**config.mk**
```make
export PLATFORM = sky130hd
export DESIGN_NAME = srxbg_top
export DESIGN_NICKNAME = d
export VERILOG_FILES = /design/src/logic/srxbg_baud_gen.v /design/src/logic/srxbg_sync3.v /design/src/logic/srxbg_top.v
export VERILOG_INCLUDE_DIRS = /design/src /design/src/logic
export SDC_FILE = /design/constraint.sdc
export NUM_CORES = 1
export LEC_CHECK = 0
export ABC_AREA = 0
export BUFFER_PORTS_ARGS = -buffer_cell sky130_fd_sc_hd__clkbuf_2
export CORE_ASPECT_RATIO = 1.25
export CORE_UTILIZATION = 45
export DETAILED_ROUTE_END_ITERATION = 7
export GPL_ROUTABILITY_DRIVEN = 1
export GPL_TIMING_DRIVEN = 0
export PLACE_DENSITY_LB_ADDON = 0.15
export SKIP_CTS_REPAIR_TIMING = 1
export SLEW_MARGIN = 20
export SYNTH_ARGS = -nofsm -noshare
export SYNTH_HDL_FRONTEND = slang
export SYNTH_SLANG_ARGS = --single-unit
export TNS_END_PERCENT = 30
```
**constraint.sdc**
```tcl
create_clock -name aclk -period 5.5 [get_ports aclk]
set_input_delay 1.1 -clock aclk [delete_from_list [all_inputs] [get_ports aclk]]
set_output_delay 1.1 -clock aclk [all_outputs]
set_load 0.01 [all_outputs]
```
**src/logic/srxbg_defs.vh**
```
`ifndef SRXBG_DEFS_VH
`define SRXBG_DEFS_VH

// ***************************************************
// register byte addresses
// ***************************************************
`define SRXBG_OFF_RX_STATUS_CONTROL 8'h00
`define SRXBG_OFF_BAUD_DIVISOR 8'h04
`define SRXBG_OFF_TX_CONTROL 8'h08
`define SRXBG_OFF_RX_BUFFER 8'h0C
`define SRXBG_OFF_IRQ_STATUS 8'h10
`define SRXBG_OFF_IRQ_CLEAR 8'h14
`define SRXBG_OFF_IRQ_ENABLE 8'h18

// ***************************************************
// receive_status_control fields
// ***************************************************
`define SRXBG_RCS_PORT_ON 7
`define SRXBG_RCS_NINE_BIT 6
`define SRXBG_RCS_SINGLE_REQ 5
`define SRXBG_RCS_CONT_ON 4
`define SRXBG_RCS_ADDR_DET 3
`define SRXBG_RCS_FRAME_ERR 2
`define SRXBG_RCS_OVERRUN 1
`define SRXBG_RCS_NINTH 0
`define SRXBG_RCS_WR_MASK 8'hF8

// ***************************************************
// transmit_control_register fields used here
// ***************************************************
`define SRXBG_TXC_CLK_MASTER 7
`define SRXBG_TXC_SYNC 4
`define SRXBG_TXC_HIGH_SPEED 2
`define SRXBG_TXC_WR_MASK 8'h94

// ***************************************************
// interrupt bits
// ***************************************************
`define SRXBG_IRQ_RX_READY 0
`define SRXBG_IRQ_FRAME_ERR 1
`define SRXBG_IRQ_OVERRUN 2

// ***************************************************
// reset values and timing
// ***************************************************
`define SRXBG_RST_RCS 8'h00
`define SRXBG_RST_TXC 8'h00
`define SRXBG_RST_DIV 8'h00
`define SRXBG_OS_MID 4'h8
`define SRXBG_LOW_SPEED_PRE 2'h3

`endif

```
**src/logic/srxbg_baud_gen.v**
```verilog
module srxbg_baud_gen #(
	parameter W = 8
) (
	input wire aclk,
	input wire aresetn,
	input wire [W-1:0] divisor,
	input wire restart,
	output reg tick
);
	reg [W-1:0] cnt_r;

	// free running, period divisor + 1
	always @(posedge aclk) begin
		if (!aresetn || restart) begin
			cnt_r <= {W{1'b0}};
			tick <= 1'b0;
		end else if (cnt_r == divisor) begin
			cnt_r <= {W{1'b0}};
			tick <= 1'b1;
		end else begin
			cnt_r <= cnt_r + 1'b1;
			tick <= 1'b0;
		end
	end
endmodule

```
**src/logic/srxbg_sync3.v**
```verilog
module srxbg_sync3 #(
	parameter W = 2,
	parameter [W-1:0] INIT = {W{1'b1}}
) (
	input wire aclk,
	input wire aresetn,
	input wire [W-1:0] din,
	output wire [W-1:0] dout
);
	genvar i;
	generate
		for (i = 0; i < W; i = i + 1) begin : g_bit
			reg [2:0] s_r;
			reg q_r;
			always @(posedge aclk) begin
				if (!aresetn) begin
					s_r <= {3{INIT[i]}};
					q_r <= INIT[i];
				end else begin
					s_r <= {s_r[1:0], din[i]};
					// a change counts once stages two and three agree
					if (s_r[1] == s_r[2]) begin
						q_r <= s_r[2];
					end
				end
			end
			assign dout[i] = q_r;
		end
	endgenerate
endmodule

```
**src/logic/srxbg_top.v**
```verilog
// Overview of operation
// one dedicated 8-bit baud generator serves asynchronous and synchronous modes.
// baud_divisor sets the period of a free-running 8-bit timer; overflows clock bits.
// asynchronous mode: high_speed_baud_select picks low or high speed divide ratio.
// synchronous mode ignores high_speed_baud_select; one fixed divide ratio.
// generator rate used only as clock master; sync slave takes far-end clock.
// software should prefer high-speed divide-by-16 to reduce rate error.
// writing baud_divisor restarts the baud timer at zero immediately.
// serial_port_on enables the port and claims the data and clock pins.
// nine_bit_receive_select chooses 9-bit words, else 8-bit words.
// async 9-bit with address detect loads buffer only when ninth bit is one.
// framing_error_flag set on bad stop bit, updated as each byte is loaded.
// overrun_error_flag set on overrun, cleared only by clearing continuous_receive_on.
// sync master single_receive_request receives one word, then clears itself.
// continuous_receive_on enables async receive; in sync it runs and overrides single.
// ninth bit shown in received_ninth_bit; no parity computed in hardware.
// incoming data sampled three times per bit, level by majority vote; the code votes in async only, sync mode samples each bit once.
// bit rate is clock over 64(X+1), 16(X+1) or 4(X+1) by mode.
`include "srxbg_defs.vh"

module srxbg_top #(
	parameter AW = 8
) (
	input wire aclk,
	input wire aresetn,
	input wire [AW-1:0] s_axi_awaddr,
	input wire s_axi_awvalid,
	output wire s_axi_awready,
	input wire [31:0] s_axi_wdata,
	input wire [3:0] s_axi_wstrb,
	input wire s_axi_wvalid,
	output wire s_axi_wready,
	output reg [1:0] s_axi_bresp,
	output reg s_axi_bvalid,
	input wire s_axi_bready,
	input wire [AW-1:0] s_axi_araddr,
	input wire s_axi_arvalid,
	output wire s_axi_arready,
	output reg [31:0] s_axi_rdata,
	output reg [1:0] s_axi_rresp,
	output reg s_axi_rvalid,
	input wire s_axi_rready,
	input wire serial_data_in,
	input wire serial_clk_in,
	output reg serial_clk_out,
	output wire serial_clk_oe,
	output wire serial_pins_claimed,
	output wire irq
);
	// ***************************************************
	// state codes
	// ***************************************************
	localparam [1:0] ST_IDLE = 2'h0;
	localparam [1:0] ST_START = 2'h1;
	localparam [1:0] ST_DATA = 2'h2;
	localparam [1:0] ST_STOP = 2'h3;

	// ***************************************************
	// declarations
	// ***************************************************
	reg [7:0] rcs_r;
	reg [7:0] txc_r;
	reg [7:0] div_r;
	reg [7:0] rxbuf_r;
	reg buf_full_r;
	reg [2:0] irq_st_r;
	reg [2:0] irq_en_r;
	reg [AW-1:0] awaddr_r;
	reg aw_full_r;
	reg [31:0] wdata_r;
	reg [3:0] wstrb_r;
	reg w_full_r;
	reg [1:0] pre_r;
	reg [1:0] state_r;
	reg [3:0] ph_r;
	reg [3:0] bitcnt_r;
	reg [8:0] sh_r;
	reg v7_r;
	reg v8_r;
	reg done_r;
	reg done_framing_error_flag_r;
	reg sclk_prev_r;
	reg [31:0] rd_mux;
	reg rd_ok;
	wire [1:0] pins_q;
	wire rxd;
	wire sclk_q;
	wire baud_tick;
	wire wr_do;
	wire rd_do;
	wire rd_pop;
	wire div_wr;
	wire port_on;
	wire nine;
	wire single_req;
	wire cont_on;
	wire addr_det;
	wire sync_mode;
	wire clk_master;
	wire high_speed;
	wire os_tick;
	wire half_tick;
	wire async_en;
	wire sync_en;
	wire maj;
	wire bit_ev;
	wire last_bit;
	wire [7:0] word;
	wire ninth;
	wire accept;
	wire load;
	wire ovr_ev;
	wire [2:0] irq_ev;

	// ***************************************************
	// field aliases
	// ***************************************************
	assign port_on = rcs_r[`SRXBG_RCS_PORT_ON];
	assign nine = rcs_r[`SRXBG_RCS_NINE_BIT];
	assign single_req = rcs_r[`SRXBG_RCS_SINGLE_REQ];
	assign cont_on = rcs_r[`SRXBG_RCS_CONT_ON];
	assign addr_det = rcs_r[`SRXBG_RCS_ADDR_DET];
	assign sync_mode = txc_r[`SRXBG_TXC_SYNC];
	assign clk_master = txc_r[`SRXBG_TXC_CLK_MASTER];
	assign high_speed = txc_r[`SRXBG_TXC_HIGH_SPEED];

	// ***************************************************
	// pins
	// ***************************************************
	srxbg_sync3 #(
		.W(2),
		.INIT(2'h3)
	) u_pin_sync (
		.aclk(aclk),
		.aresetn(aresetn),
		.din({serial_clk_in, serial_data_in}),
		.dout(pins_q)
	);
	assign rxd = pins_q[0];
	assign sclk_q = pins_q[1];

	assign serial_pins_claimed = port_on;
	assign serial_clk_oe = port_on & sync_mode & clk_master;

	// ***************************************************
	// baud generation
	// ***************************************************
	srxbg_baud_gen #(
		.W(8)
	) u_baud (
		.aclk(aclk),
		.aresetn(aresetn),
		.divisor(div_r),
		.restart(div_wr),
		.tick(baud_tick)
	);

	// prescaler restarts with the timer so a new rate lands at once
	always @(posedge aclk) begin
		if (!aresetn || div_wr) begin
			pre_r <= 2'h0;
		end else if (baud_tick) begin
			pre_r <= pre_r + 2'h1;
		end
	end

	// 16 samples per async bit: low speed needs 4 timer overflows each
	assign os_tick = baud_tick & (high_speed | (pre_r == `SRXBG_LOW_SPEED_PRE));
	// sync: clock half period is two overflows, high_speed_baud_select unused
	assign half_tick = baud_tick & pre_r[0];

	// ***************************************************
	// receiver
	// ***************************************************
	assign async_en = port_on & ~sync_mode & cont_on & ~rcs_r[`SRXBG_RCS_OVERRUN];
	assign sync_en = port_on & sync_mode & (cont_on | (single_req & clk_master))
		& ~rcs_r[`SRXBG_RCS_OVERRUN];
	assign maj = (v7_r & v8_r) | (v7_r & rxd) | (v8_r & rxd);
	// master samples as its own clock rises, slave on the far end's rising edge
	assign bit_ev = clk_master ? (half_tick & ~serial_clk_out) : (sclk_q & ~sclk_prev_r);
	assign last_bit = (bitcnt_r == (nine ? 4'h8 : 4'h7));

	always @(posedge aclk) begin
		if (!aresetn) begin
			state_r <= ST_IDLE;
			ph_r <= 4'h0;
			bitcnt_r <= 4'h0;
			sh_r <= 9'h000;
			v7_r <= 1'b1;
			v8_r <= 1'b1;
			done_r <= 1'b0;
			done_framing_error_flag_r <= 1'b0;
			serial_clk_out <= 1'b0;
			// matches the synchroniser preset, so no false edge after reset
			sclk_prev_r <= 1'b1;
		end else begin
			done_r <= 1'b0;
			sclk_prev_r <= sclk_q;
			if (os_tick && ph_r == `SRXBG_OS_MID - 4'h1) begin
				v7_r <= rxd;
			end
			if (os_tick && ph_r == `SRXBG_OS_MID) begin
				v8_r <= rxd;
			end
			if (!sync_mode && !async_en) begin
				state_r <= ST_IDLE;
				serial_clk_out <= 1'b0;
			end else if (sync_mode && !sync_en) begin
				state_r <= ST_IDLE;
				// a running clock finishes its half period, no runt pulse
				if (half_tick || !clk_master) begin
					serial_clk_out <= 1'b0;
				end
			end else if (sync_mode) begin
				// last high phase runs out in full before the clock rests
				if (clk_master && half_tick && (state_r == ST_DATA || serial_clk_out)) begin
					serial_clk_out <= ~serial_clk_out;
				end else if (!clk_master) begin
					serial_clk_out <= 1'b0;
				end
				case (state_r)
					ST_IDLE: begin
						state_r <= ST_DATA;
						bitcnt_r <= 4'h0;
					end
					ST_DATA: begin
						if (bit_ev) begin
							sh_r <= {rxd, sh_r[8:1]};
							bitcnt_r <= bitcnt_r + 4'h1;
							if (last_bit) begin
								state_r <= ST_IDLE;
								done_r <= 1'b1;
								done_framing_error_flag_r <= 1'b0;
							end
						end
					end
					default: begin
						state_r <= ST_IDLE;
					end
				endcase
			end else if (os_tick) begin
				ph_r <= ph_r + 4'h1;
				case (state_r)
					ST_IDLE: begin
						if (!rxd) begin
							state_r <= ST_START;
							ph_r <= 4'h1;
						end
					end
					ST_START: begin
						if (ph_r == `SRXBG_OS_MID + 4'h1) begin
							state_r <= maj ? ST_IDLE : ST_DATA;
							bitcnt_r <= 4'h0;
						end
					end
					ST_DATA: begin
						if (ph_r == `SRXBG_OS_MID + 4'h1) begin
							sh_r <= {maj, sh_r[8:1]};
							bitcnt_r <= bitcnt_r + 4'h1;
							if (last_bit) begin
								state_r <= ST_STOP;
							end
						end
					end
					default: begin
						if (ph_r == `SRXBG_OS_MID + 4'h1) begin
							state_r <= ST_IDLE;
							done_r <= 1'b1;
							done_framing_error_flag_r <= ~maj;
						end
					end
				endcase
			end
		end
	end

	// ***************************************************
	// receive buffer and status
	// ***************************************************
	assign word = nine ? sh_r[7:0] : sh_r[8:1];
	assign ninth = nine & sh_r[8];
	// address frames only: data bytes dropped silently, no overrun either
	assign accept = ~(addr_det & nine & ~sync_mode & ~ninth);
	assign load = done_r & accept & (~buf_full_r | rd_pop);
	assign ovr_ev = done_r & accept & buf_full_r & ~rd_pop;

	always @(posedge aclk) begin
		if (!aresetn) begin
			rcs_r <= `SRXBG_RST_RCS;
			txc_r <= `SRXBG_RST_TXC;
			div_r <= `SRXBG_RST_DIV;
			rxbuf_r <= 8'h00;
			buf_full_r <= 1'b0;
			irq_st_r <= 3'h0;
			irq_en_r <= 3'h0;
		end else begin
			if (wr_do && wstrb_r[0]) begin
				case (awaddr_r)
					`SRXBG_OFF_RX_STATUS_CONTROL: begin
						rcs_r[7:3] <= wdata_r[7:3];
						if (!wdata_r[`SRXBG_RCS_CONT_ON]) begin
							rcs_r[`SRXBG_RCS_OVERRUN] <= 1'b0;
						end
					end
					`SRXBG_OFF_BAUD_DIVISOR: begin
						div_r <= wdata_r[7:0];
					end
					`SRXBG_OFF_TX_CONTROL: begin
						txc_r <= wdata_r[7:0] & `SRXBG_TXC_WR_MASK;
					end
					`SRXBG_OFF_IRQ_ENABLE: begin
						irq_en_r <= wdata_r[2:0];
					end
					default: begin
					end
				endcase
			end
			// single request ends after one word, master only
			if (done_r && sync_mode && clk_master && !cont_on) begin
				rcs_r[`SRXBG_RCS_SINGLE_REQ] <= 1'b0;
			end
			if (ovr_ev) begin
				rcs_r[`SRXBG_RCS_OVERRUN] <= 1'b1;
			end
			if (load) begin
				rxbuf_r <= word;
				rcs_r[`SRXBG_RCS_NINTH] <= ninth;
				rcs_r[`SRXBG_RCS_FRAME_ERR] <= done_framing_error_flag_r;
				buf_full_r <= 1'b1;
			end else if (rd_pop) begin
				buf_full_r <= 1'b0;
			end
			// clear then set: an event in the clear cycle survives
			if (wr_do && wstrb_r[0] && awaddr_r == `SRXBG_OFF_IRQ_CLEAR) begin
				irq_st_r <= (irq_st_r & ~wdata_r[2:0]) | irq_ev;
			end else begin
				irq_st_r <= irq_st_r | irq_ev;
			end
		end
	end

	assign irq_ev = {ovr_ev, load & done_framing_error_flag_r, load};
	assign irq = |(irq_st_r & irq_en_r);

	// ***************************************************
	// axi4-lite slave
	// ***************************************************
	assign s_axi_awready = ~aw_full_r & ~s_axi_bvalid;
	assign s_axi_wready = ~w_full_r & ~s_axi_bvalid;
	assign wr_do = aw_full_r & w_full_r & ~s_axi_bvalid;
	assign div_wr = wr_do & wstrb_r[0] & (awaddr_r == `SRXBG_OFF_BAUD_DIVISOR);
	assign s_axi_arready = ~s_axi_rvalid;
	assign rd_do = s_axi_arvalid & s_axi_arready;
	assign rd_pop = rd_do & (s_axi_araddr == `SRXBG_OFF_RX_BUFFER);

	always @* begin
		rd_ok = 1'b1;
		case (s_axi_araddr)
			`SRXBG_OFF_RX_STATUS_CONTROL: rd_mux = {24'h00_0000, rcs_r};
			`SRXBG_OFF_BAUD_DIVISOR: rd_mux = {24'h00_0000, div_r};
			`SRXBG_OFF_TX_CONTROL: rd_mux = {24'h00_0000, txc_r};
			`SRXBG_OFF_RX_BUFFER: rd_mux = {24'h00_0000, rxbuf_r};
			`SRXBG_OFF_IRQ_STATUS: rd_mux = {29'h0000_0000, irq_st_r};
			`SRXBG_OFF_IRQ_CLEAR: rd_mux = 32'h0000_0000;
			`SRXBG_OFF_IRQ_ENABLE: rd_mux = {29'h0000_0000, irq_en_r};
			default: begin
				rd_mux = 32'h0000_0000;
				rd_ok = 1'b0;
			end
		endcase
	end

	always @(posedge aclk) begin
		if (!aresetn) begin
			aw_full_r <= 1'b0;
			w_full_r <= 1'b0;
			awaddr_r <= {AW{1'b0}};
			wdata_r <= 32'h0000_0000;
			wstrb_r <= 4'h0;
			s_axi_bvalid <= 1'b0;
			s_axi_bresp <= 2'h0;
			s_axi_rvalid <= 1'b0;
			s_axi_rresp <= 2'h0;
			s_axi_rdata <= 32'h0000_0000;
		end else begin
			if (s_axi_awvalid && s_axi_awready) begin
				aw_full_r <= 1'b1;
				awaddr_r <= s_axi_awaddr;
			end
			if (s_axi_wvalid && s_axi_wready) begin
				w_full_r <= 1'b1;
				wdata_r <= s_axi_wdata;
				wstrb_r <= s_axi_wstrb;
			end
			if (wr_do) begin
				aw_full_r <= 1'b0;
				w_full_r <= 1'b0;
				s_axi_bvalid <= 1'b1;
				s_axi_bresp <= (awaddr_r[1:0] == 2'h0 && awaddr_r <= `SRXBG_OFF_IRQ_ENABLE)
					? 2'h0 : 2'h2;
			end else if (s_axi_bready) begin
				s_axi_bvalid <= 1'b0;
			end
			if (rd_do) begin
				s_axi_rvalid <= 1'b1;
				s_axi_rdata <= rd_mux;
				s_axi_rresp <= rd_ok ? 2'h0 : 2'h2;
			end else if (s_axi_rready) begin
				s_axi_rvalid <= 1'b0;
			end
		end
	end
endmodule

```
==> flow_summary.toml <==
[status]
outcome = "finished clean"

[cells_and_area]
area_delta_synth_final_pct = 15.4
nFillCells = 1130
instances_no_fill = 790
nets = 714
antennaDiodeCount = 0
final_layout_size_suffix_gt1_frac = 0.173

[sta]
setup-tns-final_ps = 0
tightest_slew_ps = 727
rsz0062_at_grt = "no"
final.min_clock_period_ps = 2820
setup_viol = 0
hold_viol_final = 0
drv_slew = 0
finClkSkew_ps = 4.43
fin_crit_sh = 0.513
fmax_mhz = 355
slew_headroom = 0.515

[detailed_routing]
wl_per_cell_um = 16.1
avgViaCountPerCell = 5.29
drcViolationCount = 0
drt_iter0_drc = 265
num_vias = 4180
dr.pass1.iters = 4
ant_nets = 0
drt_wl_total_um = 12700

[logic_synthesis]
yosysTopAreaCell = "dfxtp_1"
synth_cells = 561
ys.flop_type = "dfxtp_1"
syn-cell-area_mm2 = 0.00532
ys_seq_area_frac = 0.411
synth_most_common_cell = "dfxtp_1"
netlist_top_cells_count = "dfxtp_1, mux2i_1, nor2b_1"
synth_warnings = 0
ys_ff_latch = 109
synth_top_area_frac = 0.411
synth_edf_count = 0
synthTopCellsByArea = "dfxtp_1, mux2i_1, nor2b_1"
ys_types = 62
postSynth.asyncResetShare = 0
avgSynthCellArea_um2 = 9.47

[power]
power_density_mw_per_mm2 = 261
leakagePower_nw = 2.75
peakVddDrop_uv = 134

[floorplan]
core_area_mm2 = 0.0116
start_util = 0.460
die_h_um = 124
rows = 44
dieArea_mm2 = 0.0123
die_w_um = 99.2
ioPinCount = 106

[global_routing]
grt_pass1_vias = 4004
grt_pass1_wl_um = 20300
grt_max_degree = 18
grt_usage = 0.218
grt-ovfl-total = 0
antenna_found_initial = 0

[worst_setup_path]
crit_path_max_fanout = 10
end_kind = "primary output"
crit_type = "register to primary output"
path_cells = "buf_2 -> clkbuf_1 -> and3_1 -> clkbuf_2"
cp-start-kind = "register"
slowest_delay_ps = 390
cp_slowest_cell = "clkbuf_1"
required_ps = 4400
ff2ff_setup_slack_ps = 3440
arrival_ps = 1720

[flow_run]
drv_cap = 0

[cts]
h-tree-depth = 3
tritoncts = "built"
clk_pin_slew_ps = 70
numCtsBuffers = 9
clock_path_buffers = 2
cts_root_buf = "clkbuf_16"
cts.sinks = 109
worstSkewPairLatency_ps = 350

[placed_design]
place.port_buffers = 50
dpl.cell_count = 774
hpwl_um = 9440
gp_congestion = 0.827

[min_path]
hold_class = "register to register"
-- critical path: cells and delay by family, from the launching register on --
family	cells	cell delay, ps
buffers and inverters	3	760
DFF	1	380
and+or+nand+nor	1	230
-- cell families (layout without fill, tap and decap cells) --
logic type                 after synthesis  count (layout)  synth area share
other                                    1              26          0.000706
and+or+nand+nor                        203             203             0.220
adders and majority gates                7               7            0.0160
buffers and inverters                   66             132            0.0678
AOI/OAI and AO/OA                       91              91             0.123
xor gates and xnor gates                15              15            0.0247
muxes                                   69              69             0.137
DFF                                    109             109             0.411
-- through the flow --
stage / hold slack (ps) / power, mW / setup WS [ps] / instance area [um2] / utilization
after floorplan: 386 / 0.920 / 3050 / 5410 / -
after global placement: 392 / 0.956 / 2570 / 5830 / 0.504
after detailed placement: 405 / 0.960 / 2480 / 5830 / 0.504
after CTS: 422 / 1.61 / 2690 / 6130 / 0.530
after global routing: 448 / 1.66 / 2590 / 6130 / 0.530
final: 417 / 1.60 / 2680 / 6130 / 0.530
-- final timing paths --
| path | from | end | cells past startpoint |
|---|---|---|---|
| min | u_pin_sync.g_bit[1].s_r[0]$_SDFF_PN1_ | u_pin_sync.g_bit[1].s_r[1]$_SDFF_PN1_ | 1 |
| min reg2reg | u_pin_sync.g_bit[1].s_r[0]$_SDFF_PN1_ | u_pin_sync.g_bit[1].s_r[1]$_SDFF_PN1_ | 1 |
| max reg2reg | s_axi_rvalid$_SDFFE_PN0P_ | rxbuf_r[4]$_SDFFE_PN0P_ | 7 |
| max | txc_r[4]$_SDFFE_PN0P_ | serial_clk_oe | 4 |
-- layout make-up --
class                      instances  area [um2]  area share
multi-input combinational        411        2870       0.467
sequential                       109        2180       0.356
buffer                            57         327      0.0533
timing repair buffer              50         250      0.0408
clock buffer                      10         239      0.0390
tap                              138         173      0.0282
clock inverter                     6        61.3      0.0100
inverter                           9        33.8     0.00551
-- flip-flops by register name (all words and copies together) (netlist names), 2 cells and up --
signal,cells
s_axi_rdata,8
div_r,8
sh_r,9
bitcnt_r,4
u_baud.cnt_r,8
irq_en_r,3
rxbuf_r,8
wdata_r,8
irq_st_r,3
u_pin_sync.g_bit.q_r,2
awaddr_r,8
txc_r,3
state_r,2
rcs_r,8
ph_r,4
pre_r,2
u_pin_sync.g_bit.s_r,6
-- layout by cell type, fill, tap and decap left out, drive strengths merged, types with 3 or more instances in the layout --
cell type / count
dfxtp: 109
clkbuf: 83
mux2i: 65
nor2b: 56
nand2: 42
buf: 34
nor2: 30
o21ai: 26
conb: 26
a21oi: 12
xor2: 11
o211a: 11
nand3: 11
nand2b: 10
inv: 10
a22oi: 7
nor3: 7
a21boi: 7
a31o: 7
ha: 6
and3: 5
and2: 5
nand3b: 5
nor3b: 5
nand4: 4
nand4b: 4
xnor2: 4
mux4: 3
nand4bb: 3
o21a: 3
clkinv: 3
nor4: 3
nor4b: 3
-- routing by layer --
| layer | up-vias | part of all wire | GRT usage |
|---|---|---|---|
| met5 | - | 0 | 0 |
| met4 | 0 | 0.022 | 0.0956 |
| met3 | 20 | 0.043 | 0.0486 |
| met1 | 1985 | 0.43 | 0.255 |
| li1 | 2085 | - | - |
| met2 | 90 | 0.50 | 0.382 |
-- report_power, final --
part / switching [mW] / leakage, nW / internal [mW]
clock: 0.296 / 0.149 / 0.365
sequential: 0.0156 / 0.884 / 0.805
combinational: 0.0643 / 1.71 / 0.0572
Power figures use the tool's default switching activity.
